--- src/core/sfc_pkg.sv ---
// constants and types shared by the serial flash framing ends
package sfc_pkg;
	localparam int ADDR_W = 21;
	localparam logic [20:0] TOP_ADDR = 21'h1FFFFF;
	localparam int SECTOR_LSB = 12;
	localparam int BLOCK_LSB = 16;
	localparam logic [8:0] LAST_SECTOR = 9'h1FF;
	localparam logic [4:0] LAST_BLOCK = 5'h1F;
	localparam logic [7:0] OP_WRITE_LATCH_SET = 8'h06;
	localparam logic [7:0] OP_WRITE_LATCH_CLEAR = 8'h04;
	localparam logic [7:0] OP_ID_READ = 8'h9F;
	localparam logic [7:0] OP_STATUS_READ = 8'h05;
	localparam logic [7:0] OP_STATUS_WRITE = 8'h01;
	localparam logic [7:0] OP_READ = 8'h03;
	localparam logic [7:0] OP_FAST_READ = 8'h0B;
	localparam logic [7:0] OP_SMALL_UNIT_WIPE = 8'h20;
	localparam logic [7:0] OP_LARGE_UNIT_WIPE = 8'hD8;
	localparam logic [7:0] OP_CHIP_WIPE = 8'h60;
	localparam logic [7:0] OP_PAGE_WRITE = 8'h02;
	localparam logic [7:0] OP_POWER_DOWN_ENTER = 8'hB9;
	localparam logic [7:0] OP_POWER_DOWN_EXIT = 8'hAB;
	localparam logic [7:0] OP_MAKER_DEVICE_ID_READ = 8'h90;
	localparam logic [7:0] OP_LOCK_FLAGS_READ = 8'h2B;
	localparam logic [7:0] OP_LOCK_FLAGS_WRITE = 8'h2F;
	localparam logic [7:0] OP_OTP_WINDOW_ENTER = 8'hB1;
	localparam logic [7:0] OP_OTP_WINDOW_LEAVE = 8'hC1;
	localparam logic [7:0] ID_BYTE = 8'h5A; // arbitrary identity value
	localparam logic [7:0] STATUS_RESET = 8'h00;
	localparam int BUSY_CYCLES = 64;
	localparam int HALF_DIV = 4;
	typedef enum logic [2:0] {
		SFC_CLASS_BAD   = 3'h1,
		SFC_CLASS_READ  = 3'h2,
		SFC_CLASS_WRITE = 3'h4
	} sfc_class_e;
	// sorts an opcode into reads, writes or unknown
	function automatic sfc_class_e op_class(input logic [7:0] op);
		case (op)
			OP_ID_READ, OP_STATUS_READ, OP_READ, OP_FAST_READ, OP_MAKER_DEVICE_ID_READ,
			OP_LOCK_FLAGS_READ:
				op_class = SFC_CLASS_READ;
			OP_WRITE_LATCH_SET, OP_WRITE_LATCH_CLEAR, OP_STATUS_WRITE, OP_SMALL_UNIT_WIPE,
			OP_LARGE_UNIT_WIPE, OP_CHIP_WIPE, OP_PAGE_WRITE, OP_POWER_DOWN_ENTER,
			OP_POWER_DOWN_EXIT, OP_LOCK_FLAGS_WRITE, OP_OTP_WINDOW_ENTER, OP_OTP_WINDOW_LEAVE:
				op_class = SFC_CLASS_WRITE;
			default:
				op_class = SFC_CLASS_BAD;
		endcase
	endfunction
	function automatic logic [8:0] sector_of(input logic [20:0] a);
		sector_of = a[20:SECTOR_LSB];
	endfunction
	function automatic logic [4:0] block_of(input logic [20:0] a);
		block_of = a[20:BLOCK_LSB];
	endfunction
endpackage

--- src/core/sfc_link_if.sv ---
// serial link between host controller and flash framing end
`timescale 1ns/1ns
`default_nettype none
interface sfc_link_if;
	logic sel_n;
	logic sclk;
	logic si;
	logic so_o;
	logic so_oe;
	// a released line reads high, as through a pull-up
	wire  so = so_oe ? so_o : 1'b1;
	modport dev  (input sel_n, input sclk, input si, output so_o, output so_oe);
	modport host (output sel_n, output sclk, output si, input so);
endinterface
`default_nettype wire

--- src/core/sfc_device.sv ---
// flash end: command framing, address decode, busy guard
`timescale 1ns/1ns
`default_nettype none
module sfc_device
(
	input  wire logic  clk,
	input  wire logic  rst_n,
	sfc_link_if.dev    link,
	output logic [7:0] last_op,
	output logic       op_done,
	output logic       op_rejected,
	output logic [8:0] sector_idx,
	output logic [4:0] block_idx,
	output logic       busy,
	output logic       active,
	output logic [7:0] status
);
	// ********
	// state
	// ********
	typedef enum logic [3:0] {
		SFC_DEV_IDLE    = 4'h1,
		SFC_DEV_OPCODE  = 4'h2,
		SFC_DEV_ACTIVE  = 4'h4,
		SFC_DEV_STANDBY = 4'h8
	} sfc_dev_e;
	typedef struct packed {
		logic [1:0]  sel_s;
		logic [1:0]  clk_s;
		logic [1:0]  si_s;
		logic        sel_q;
		logic        clk_q;
		sfc_dev_e    st;
		logic [2:0]  bitcnt;
		logic [7:0]  shin;
		logic [7:0]  op;
		sfc_pkg::sfc_class_e cls;
		logic [4:0]  bytes;
		logic [20:0] addr;
		logic [7:0]  shout;
		logic        out_en;
		// armed by out_en, pin driven only from the next falling edge
		logic        drv;
		logic        so;
		logic [7:0]  status;
		logic [7:0]  busy_cnt;
		logic [7:0]  last_op;
		logic        done;
		logic        rej;
		logic [8:0]  sector;
		logic [4:0]  block;
	} sfc_dev_s;
	sfc_dev_s s_reg;
	sfc_dev_s s_next;
	logic sel, sck, din, rise, fall, sel_fall, sel_rise;
	logic [7:0] byte_now;
	// ********
	// next state
	// ********
	// select, clock and data are pins: two flops each before any use
	always_comb
	begin
		sel      = s_reg.sel_s[1];
		sck      = s_reg.clk_s[1];
		din      = s_reg.si_s[1];
		rise     = sck & ~s_reg.clk_q & ~sel;
		fall     = ~sck & s_reg.clk_q & ~sel;
		sel_fall = ~sel & s_reg.sel_q;
		sel_rise = sel & ~s_reg.sel_q;
		byte_now = {s_reg.shin[6:0], din};
		s_next = s_reg;
		s_next.sel_s = {s_reg.sel_s[0], link.sel_n};
		s_next.clk_s = {s_reg.clk_s[0], link.sclk};
		s_next.si_s  = {s_reg.si_s[0], link.si};
		s_next.sel_q = sel;
		s_next.clk_q = sck;
		s_next.done  = 1'b0;
		s_next.rej   = 1'b0;
		// busy bit drops once the countdown is spent; a new set below wins
		if (s_reg.busy_cnt != 8'h00)
			s_next.busy_cnt = s_reg.busy_cnt - 8'h01;
		else
			s_next.status[0] = 1'b0;
		// mode 0 or 3: idle level is irrelevant, only edges while selected
		if (sel_fall)
		begin
			s_next.st     = SFC_DEV_OPCODE;
			s_next.bitcnt = 3'h0;
			s_next.bytes  = 5'h00;
			s_next.out_en = 1'b0;
			s_next.drv    = 1'b0;
		end
		else if (sel_rise)
		begin
			// cut or finished frame; writes run only on a whole byte while idle
			s_next.out_en = 1'b0;
			s_next.drv    = 1'b0;
			if (s_reg.st == SFC_DEV_ACTIVE && s_reg.cls == sfc_pkg::SFC_CLASS_WRITE)
			begin
				if (s_reg.bitcnt == 3'h0 && s_reg.status[0] == 1'b0)
				begin
					s_next.done    = 1'b1;
					s_next.last_op = s_reg.op;
					s_next.sector  = sfc_pkg::sector_of(s_reg.addr);
					s_next.block   = sfc_pkg::block_of(s_reg.addr);
					case (s_reg.op)
						sfc_pkg::OP_SMALL_UNIT_WIPE, sfc_pkg::OP_LARGE_UNIT_WIPE, sfc_pkg::OP_CHIP_WIPE,
						sfc_pkg::OP_PAGE_WRITE, sfc_pkg::OP_STATUS_WRITE:
						begin
							s_next.status[0] = 1'b1;
							s_next.busy_cnt  = 8'(sfc_pkg::BUSY_CYCLES);
						end
						sfc_pkg::OP_WRITE_LATCH_SET:   s_next.status[1] = 1'b1;
						sfc_pkg::OP_WRITE_LATCH_CLEAR: s_next.status[1] = 1'b0;
						default: ;
					endcase
				end
				else
					s_next.rej = 1'b1;
			end
			s_next.st = SFC_DEV_IDLE;
		end
		else if (rise)
		begin
			s_next.shin   = byte_now;
			s_next.bitcnt = s_reg.bitcnt + 3'h1;
			case (s_reg.st)
				SFC_DEV_OPCODE:
					if (s_reg.bitcnt == 3'h7)
					begin
						s_next.op  = byte_now;
						s_next.cls = sfc_pkg::op_class(byte_now);
						s_next.bytes = 5'h01;
						s_next.addr  = 21'h000000;
						// unknown opcode: no output and no action until the next frame
						if (sfc_pkg::op_class(byte_now) == sfc_pkg::SFC_CLASS_BAD)
							s_next.st = SFC_DEV_STANDBY;
						else
						begin
							s_next.st = SFC_DEV_ACTIVE;
							if (byte_now == sfc_pkg::OP_STATUS_READ)
							begin
								s_next.shout  = s_reg.status;
								s_next.out_en = 1'b1;
							end
							else if (byte_now == sfc_pkg::OP_ID_READ)
							begin
								s_next.shout  = sfc_pkg::ID_BYTE;
								s_next.out_en = 1'b1;
							end
						end
					end
				SFC_DEV_ACTIVE:
					if (s_reg.bitcnt == 3'h7 && s_reg.bytes < 5'h04)
					begin
						// address bytes come MSB first; bits above the top address drop out
						s_next.bytes = s_reg.bytes + 5'h01;
						s_next.addr  = {s_reg.addr[12:0], byte_now} & sfc_pkg::TOP_ADDR;
						// array data is not modelled; reads return the address low byte
						if (s_reg.bytes == 5'h03 && s_reg.cls == sfc_pkg::SFC_CLASS_READ
							&& s_reg.op != sfc_pkg::OP_STATUS_READ && s_reg.op != sfc_pkg::OP_ID_READ)
						begin
							s_next.shout  = byte_now;
							s_next.out_en = ~s_reg.status[0];
						end
					end
					else if (s_reg.bitcnt == 3'h7 && s_reg.op == sfc_pkg::OP_STATUS_READ)
						s_next.shout = s_reg.status;
				default: ;
			endcase
		end
		else if (fall && s_reg.out_en && s_reg.st == SFC_DEV_ACTIVE)
		begin
			s_next.so    = s_reg.shout[7];
			s_next.drv   = 1'b1;
			s_next.shout = {s_reg.shout[6:0], s_reg.shout[7]};
		end
	end
	// ********
	// state register
	// ********
	always_ff @(posedge clk)
	begin
		if (!rst_n)
		begin
			s_reg <= '{sel_s: 2'h3, clk_s: 2'h0, si_s: 2'h0, sel_q: 1'b1, clk_q: 1'b0,
				st: SFC_DEV_IDLE, cls: sfc_pkg::SFC_CLASS_BAD, status: sfc_pkg::STATUS_RESET,
				default: '0};
		end
		else
			s_reg <= s_next;
	end
	// ********
	// outputs
	// ********
	// output only while selected and active; standby stays undriven
	// enabling at a falling edge keeps a stale bit off the pin in the high phase
	assign link.so_o    = s_reg.so;
	assign link.so_oe   = s_reg.drv && s_reg.st == SFC_DEV_ACTIVE && !sel;
	assign last_op      = s_reg.last_op;
	assign op_done      = s_reg.done;
	assign op_rejected  = s_reg.rej;
	assign sector_idx   = s_reg.sector;
	assign block_idx    = s_reg.block;
	assign busy         = s_reg.status[0];
	assign active       = s_reg.st == SFC_DEV_ACTIVE;
	assign status       = s_reg.status;
endmodule
`default_nettype wire

--- src/flat_wrapper.sv ---
// flat-port wrapper written by rule: the top's interface ports become plain ports
module sfc_device_flat 
  (clk, rst_n, last_op, op_done, op_rejected, sector_idx, block_idx, busy, active, status, link_sel_n, link_sclk, link_si, link_so_o, link_so_oe);
  sfc_link_if link_i ();
  input  wire logic clk;
  input  wire logic rst_n;
  output logic [7:0] last_op;
  output logic op_done;
  output logic op_rejected;
  output logic [8:0] sector_idx;
  output logic [4:0] block_idx;
  output logic busy;
  output logic active;
  output logic [7:0] status;
  input wire logic [$bits(link_i.sel_n)-1:0] link_sel_n;
  input wire logic [$bits(link_i.sclk)-1:0] link_sclk;
  input wire logic [$bits(link_i.si)-1:0] link_si;
  output wire logic [$bits(link_i.so_o)-1:0] link_so_o;
  output wire logic [$bits(link_i.so_oe)-1:0] link_so_oe;
  assign link_i.sel_n = link_sel_n;
  assign link_i.sclk = link_sclk;
  assign link_i.si = link_si;
  assign link_so_o = link_i.so_o;
  assign link_so_oe = link_i.so_oe;
  sfc_device u_core (.clk(clk), .rst_n(rst_n), .link(link_i), .last_op(last_op), .op_done(op_done), .op_rejected(op_rejected), .sector_idx(sector_idx), .block_idx(block_idx), .busy(busy), .active(active), .status(status));
endmodule
--- config.mk ---
export PLATFORM = sky130hd
export DESIGN_NAME = sfc_device_flat
export DESIGN_NICKNAME = d
export VERILOG_FILES = /design/src/core/sfc_pkg.sv /design/src/core/sfc_link_if.sv /design/src/core/sfc_device.sv /design/src/flat_wrapper.sv
export SDC_FILE = /design/constraint.sdc
export NUM_CORES = 1
export LEC_CHECK = 0
export BUFFER_PORTS_ARGS = -buffer_cell sky130_fd_sc_hd__clkbuf_2
export CAP_MARGIN = 30
export CORE_AREA = 2 2 128 130
export CTS_CLUSTER_DIAMETER = 50
export CTS_CLUSTER_SIZE = 10
export DETAILED_ROUTE_END_ITERATION = 8
export DIE_AREA = 0 0 130 132
export PLACE_DENSITY = 0.43
export SETUP_SLACK_MARGIN = 0.1
export SYNTH_ARGS = -nofsm -noshare
export SYNTH_HDL_FRONTEND = slang
export SYNTH_SLANG_ARGS = --single-unit
--- constraint.sdc ---
create_clock -name clk -period 3.3 [get_ports clk]
set_input_delay 0.825 -clock clk [delete_from_list [all_inputs] [get_ports clk]]
set_output_delay 0.825 -clock clk [all_outputs]
set_load 0.02 [all_outputs]
# Yosys cells after proc, flatten, opt, wreduce, memory -nomap -nowiden
# Index checks and enable logic that the tools add are counted.
# Widths: inputs -> output; s select.
# op_classes
n_addsub	3
order_cmp	1
n_eq_ne	43
muxes	43
bitwise	16
reduce_logical	39
# op_table
operator	count
$mux 46	5
$mux 33	3
$mux 9	8
$pmux 35 s2	1
$eq 8x8->1 const B	8
$mux 56	1
$mux 50	1
$eq 8x3->1 const B	6
$mux 8	5
$eq 8x6->1 const B	4
$mux 26	1
$eq 8x2->1 const B	3
$mux 18	1
$eq 8x1->1 const B	2
$eq 8x7->1 const B	2
$mux 3	5
$ne 5x5->1 const B	3
$reduce_and 5->1	3
$mux 14	1
$ne 6x6->1 const B	2
$reduce_or 12->1	1
$logic_and 1x1->1	11
$mux 11	1
$not 1->1	10
other kinds (39)	57
# totals
regBits	105
output_inout_bits	36
elab_cells	170

# Logic depth before layout (Yosys ltp)
# logic_depth
word_depth	19
depth_mapped	10
mapped_depth_nobuf	8

# Worst setup path after synthesis
# No wires, ideal clock.
# synth_timing
path_kind	reg2out
startpoint	register u_core.s_reg[100] in the netlist's numbering
endpoint	output active
arrival_ns	1.598
t_required_ns	2.475
slack_ns	0.877
path_stages_with_launch	6
path_cell_list	dfxtp_1 or4b_1 buf_6 clkinv_4 buf_2 buf_1
# synth_via
elab_chain_len	1
# synth_lines
element	line_no	rtl
from (decl)	sfc_device.sv:53	sfc_dev_s s_reg;
from (signal assigned)	sfc_device.sv:186	s_reg <= '{sel_s: 2'h3, clk_s: 2'h0, si_s: 2'h0, sel_q: 1'b1, clk_q: 1'b0,
from (signal assigned)	sfc_device.sv:191	s_reg <= s_next;
$eq 4x3->1	sfc_device.sv:206	assign active = s_reg.st == SFC_DEV_ACTIVE;
to (decl)	flat_wrapper.sv:13	output logic active;
# Every way passes these cells.

# Final worst setup path
# Ends and elaborated chain as after synthesis.

==> results.py <==
metrics = {
    "power_and_ir_drop": {
        "cellPowerDensity_mw_per_mm2": 504,
        "ir_worst_vdd_v": 0.000298,
        "switching_power_mw": 0.697,
        "power_mw": 2.58,
        "swShare": 0.271,
        "power_frac_clock": 0.395,
        "internal-power_mw": 1.88,
        "power.leakage_nw": 1.98,
        "p_comb_frac": 0.108,
        "power_frac_seq": 0.497,
    },
    "clocking": {
        "cts_made_buffers": 9,
        "cts_resized": 0,
        "cts.sinks": 99,
        "postCtsSetupBuffers": 0,
        "root_buffer": "clkbuf_16",
        "postCtsHoldBufs": 0,
        "cts_buffer_depth": 2,
        "clk_pin_slew_ps": 70,
        "clk_latency_ps": 350,
        "cts_tree": "built",
        "htreeDepth": 3,
    },
    "synth": {
        "synth_area_mm2": 0.00466,
        "synth-edff-count": 0,
        "synth.area.top_cells": "dfxtp_1 43%, nand2_1 8.6%, a21oi_1 6.3%",
        "yosys.area.top_type": "dfxtp_1",
        "yosysTopAreaCellShare": 0.425,
        "synth_cell_types": 68,
        "synth_most_common_cell": "nand2_1",
        "ys_top_cells_by_count": "107 x nand2_1, 99 x dfxtp_1, 59 x a21oi_1, 38 x nor2_1, 30 x buf_4",
        "syn_area_per_cell_um2": 8.32,
        "synthArstFlopShare": 0,
        "yosys_warnings": 0,
        "postSynthCellCount": 560,
        "seq_area_frac_synth": 0.425,
        "synth-main-ff-cell": "dfxtp_1",
        "ys_ff_latch": 99,
    },
    "floorplan": {
        "rows": 46,
        "ios": 41,
        "die_h_um": 132,
        "die_area_mm2": 0.0172,
        "die_w_um": 130,
        "start_util": 0.297,
        "coreArea_mm2": 0.0157,
    },
    "worst_setup_path": {
        "crit_path_end_kind": "output port",
        "critPathArrivalTime_ps": 1890,
        "slowest_stage": "or4b_1",
        "crit_path_max_incr_delay_ps": 730,
        "crit_buf_inv": 2,
        "crit_family": "simple AND/OR/NAND/NOR gates",
        "start_kind": "register",
        "crit_required_ps": 2470,
        "crit_type": "reg -> out",
        "path_cells": "or4b_1, clkinv_4, clkbuf_2",
        "critPathMaxFanout": 23,
    },
    "timing": {
        "layout_min_cycle_time_ps": 2710,
        "tightest_slew_ps": 688,
        "setup_viol": 0,
        "fin_ws_ps": 588,
        "period_share": 0.822,
        "rsz0062_at_grt": "false",
        "hold_slack_ps": 414,
        "finClkSkew_ps": 6.92,
        "clock.fmax_mhz": 369,
        "slew_headroom": 0.541,
        "setup_tns_ps": 0,
        "hold_violations": 0,
        "slew_violations": 0,
    },
    "global_route": {
        "grt_pass1_vias": 3427,
        "antenna_found_initial": 0,
        "grt_max_degree": 27,
        "gr-usage-all-layers": 0.133,
        "grt.overflow.total": 0,
        "grt_pass1_wl_um": 18200,
    },
    "route": {
        "top_layer": "met4",
        "wl_per_cell_um": 14.2,
        "drt-total-wl_um": 11100,
        "wl_met2_um": 4930,
        "drt_iter0_markers": 287,
        "vias": 3721,
        "postRouteAntennaNets": 0,
        "wl_met3_um": 342,
        "vias_per_cell": 4.77,
        "drc": 0,
        "drt_first_pass_iters": 4,
        "wl_met1_um": 5630,
    },
    "final_layout": {
        "nNetsFinal": 572,
        "areaGrowthSynthToFinish_pct": 9.75,
        "drive_gt1_frac": 0.137,
        "antennaDiodeCount": 0,
        "largest_reg_flops": 64,
    },
    "run_status": {
        "status": "complete, no violations",
    },
    "placement": {
        "portBuffers": 34,
        "post-place-ws_ps": 679,
        "place_congestion": 0.786,
        "hpwl_um": 7730,
    },
    "hold_path": {
        "hold_class": "reg -> reg",
    },
    "flow_run": {
        "maxCapViolCount": 0,
    },
}
worst reg2reg max path, delay by kind of cell, from the launching register on:
family          cells  cell delay, ps
compound gates      2             250
buf+inv             1             250
flops               1             340
mux                 1             230
simple gates        3            1430
layout by cell type, fill, tap and decap left out, types with 3 or more instances in the layout:
master | synthesis | final
nand2_1 | 107 | 107
dfxtp_1 | 99 | 99
a21oi_1 | 59 | 59
nor2_1 | 38 | 38
clkbuf_2 | 0 | 34
nand3_1 | 18 | 18
mux2i_1 | 17 | 17
inv_1 | 13 | 13
nor3_1 | 13 | 13
buf_4 | 30 | 13
a22o_1 | 10 | 10
clkbuf_16 | 0 | 9
and2_1 | 8 | 8
ha_1 | 8 | 8
nand2b_1 | 6 | 6
conb_1 | 1 | 6
nor4_1 | 5 | 5
o211ai_1 | 5 | 5
nand3b_1 | 5 | 5
xor2_1 | 5 | 5
and3_1 | 4 | 4
o21ai_0 | 4 | 4
or4_1 | 4 | 4
xnor2_1 | 4 | 4
nor3b_1 | 3 | 3
and4_1 | 3 | 3
nor2b_1 | 3 | 3
a41oi_1 | 3 | 3
a22oi_1 | 3 | 3
or3_1 | 3 | 3
nand4_1 | 3 | 3
clkinvlp_4 | 0 | 3
inv_6 | 0 | 3
per-layer routing:
| layer | up-vias | GRT usage |
|---|---|---|
| li1 | 1896 | - |
| met1 | 1738 | 0.192 |
| met2 | 73 | 0.197 |
| met3 | 14 | 0.0223 |
| met4 | 0 | 0.0490 |
| met5 | - | 0 |
metrics by stage:
step | area [µm²] | instances | utilization
global placement | 4830 | 764 | 0.308
finish | 5110 | 780 | 0.326
floorplan | 4680 | 565 | -
detailed placement | 4830 | 764 | 0.308
CTS | 5110 | 780 | 0.326
global route | 5110 | 780 | 0.326
worst paths after layout:
check	cells after the start	end	from	slack (ps)
setup / recovery	3	active	u_core.s_reg[100]$_SDFFE_PN0P_	590
hold / removal	1	u_core.s_next[104]$_SDFF_PN1_	u_core.s_next[110]$_SDFF_PN1_	410
setup reg to reg	7	u_core.s_reg[48]$_SDFFE_PN0P_	u_core.s_reg[100]$_SDFFE_PN0P_	670
hold reg to reg	1	u_core.s_next[104]$_SDFF_PN1_	u_core.s_next[110]$_SDFF_PN1_	410
power by group through the flow:
| stage | logic, mW | registers (mW) | clock network (mW) |
|---|---|---|---|
| 6_report | 0.277 | 1.28 | 1.02 |
| 2_1_floorplan | 0.236 | 1.30 | 0 |
| 3_5_place_dp | 0.278 | 1.31 | 0 |
| 5_1_grt | 0.322 | 1.29 | 1.10 |
| 4_1_cts | 0.281 | 1.28 | 1.05 |
| 3_3_place_gp | 0.276 | 1.31 | 0 |
layout make-up:
class | count | area [µm²]
inverter | 14 | 57.6
sequential | 99 | 1980
fill | 1693 | 10600
timing repair buffer | 47 | 268
tap | 216 | 270
clock inverter | 7 | 57.6
clock buffer | 9 | 225
multi-input combinational | 388 | 2250
logic make-up after synthesis:
family	after synthesis	synth area share
fa+ha+maj	8	0.0215
compound gates	104	0.142
other cells	1	0.000805
simple gates	244	0.262
mux	17	0.0365
xor+xnor	9	0.0169
buf+inv	78	0.0950
flops	99	0.425
No activity file was read; power rests on OpenSTA's default activity.
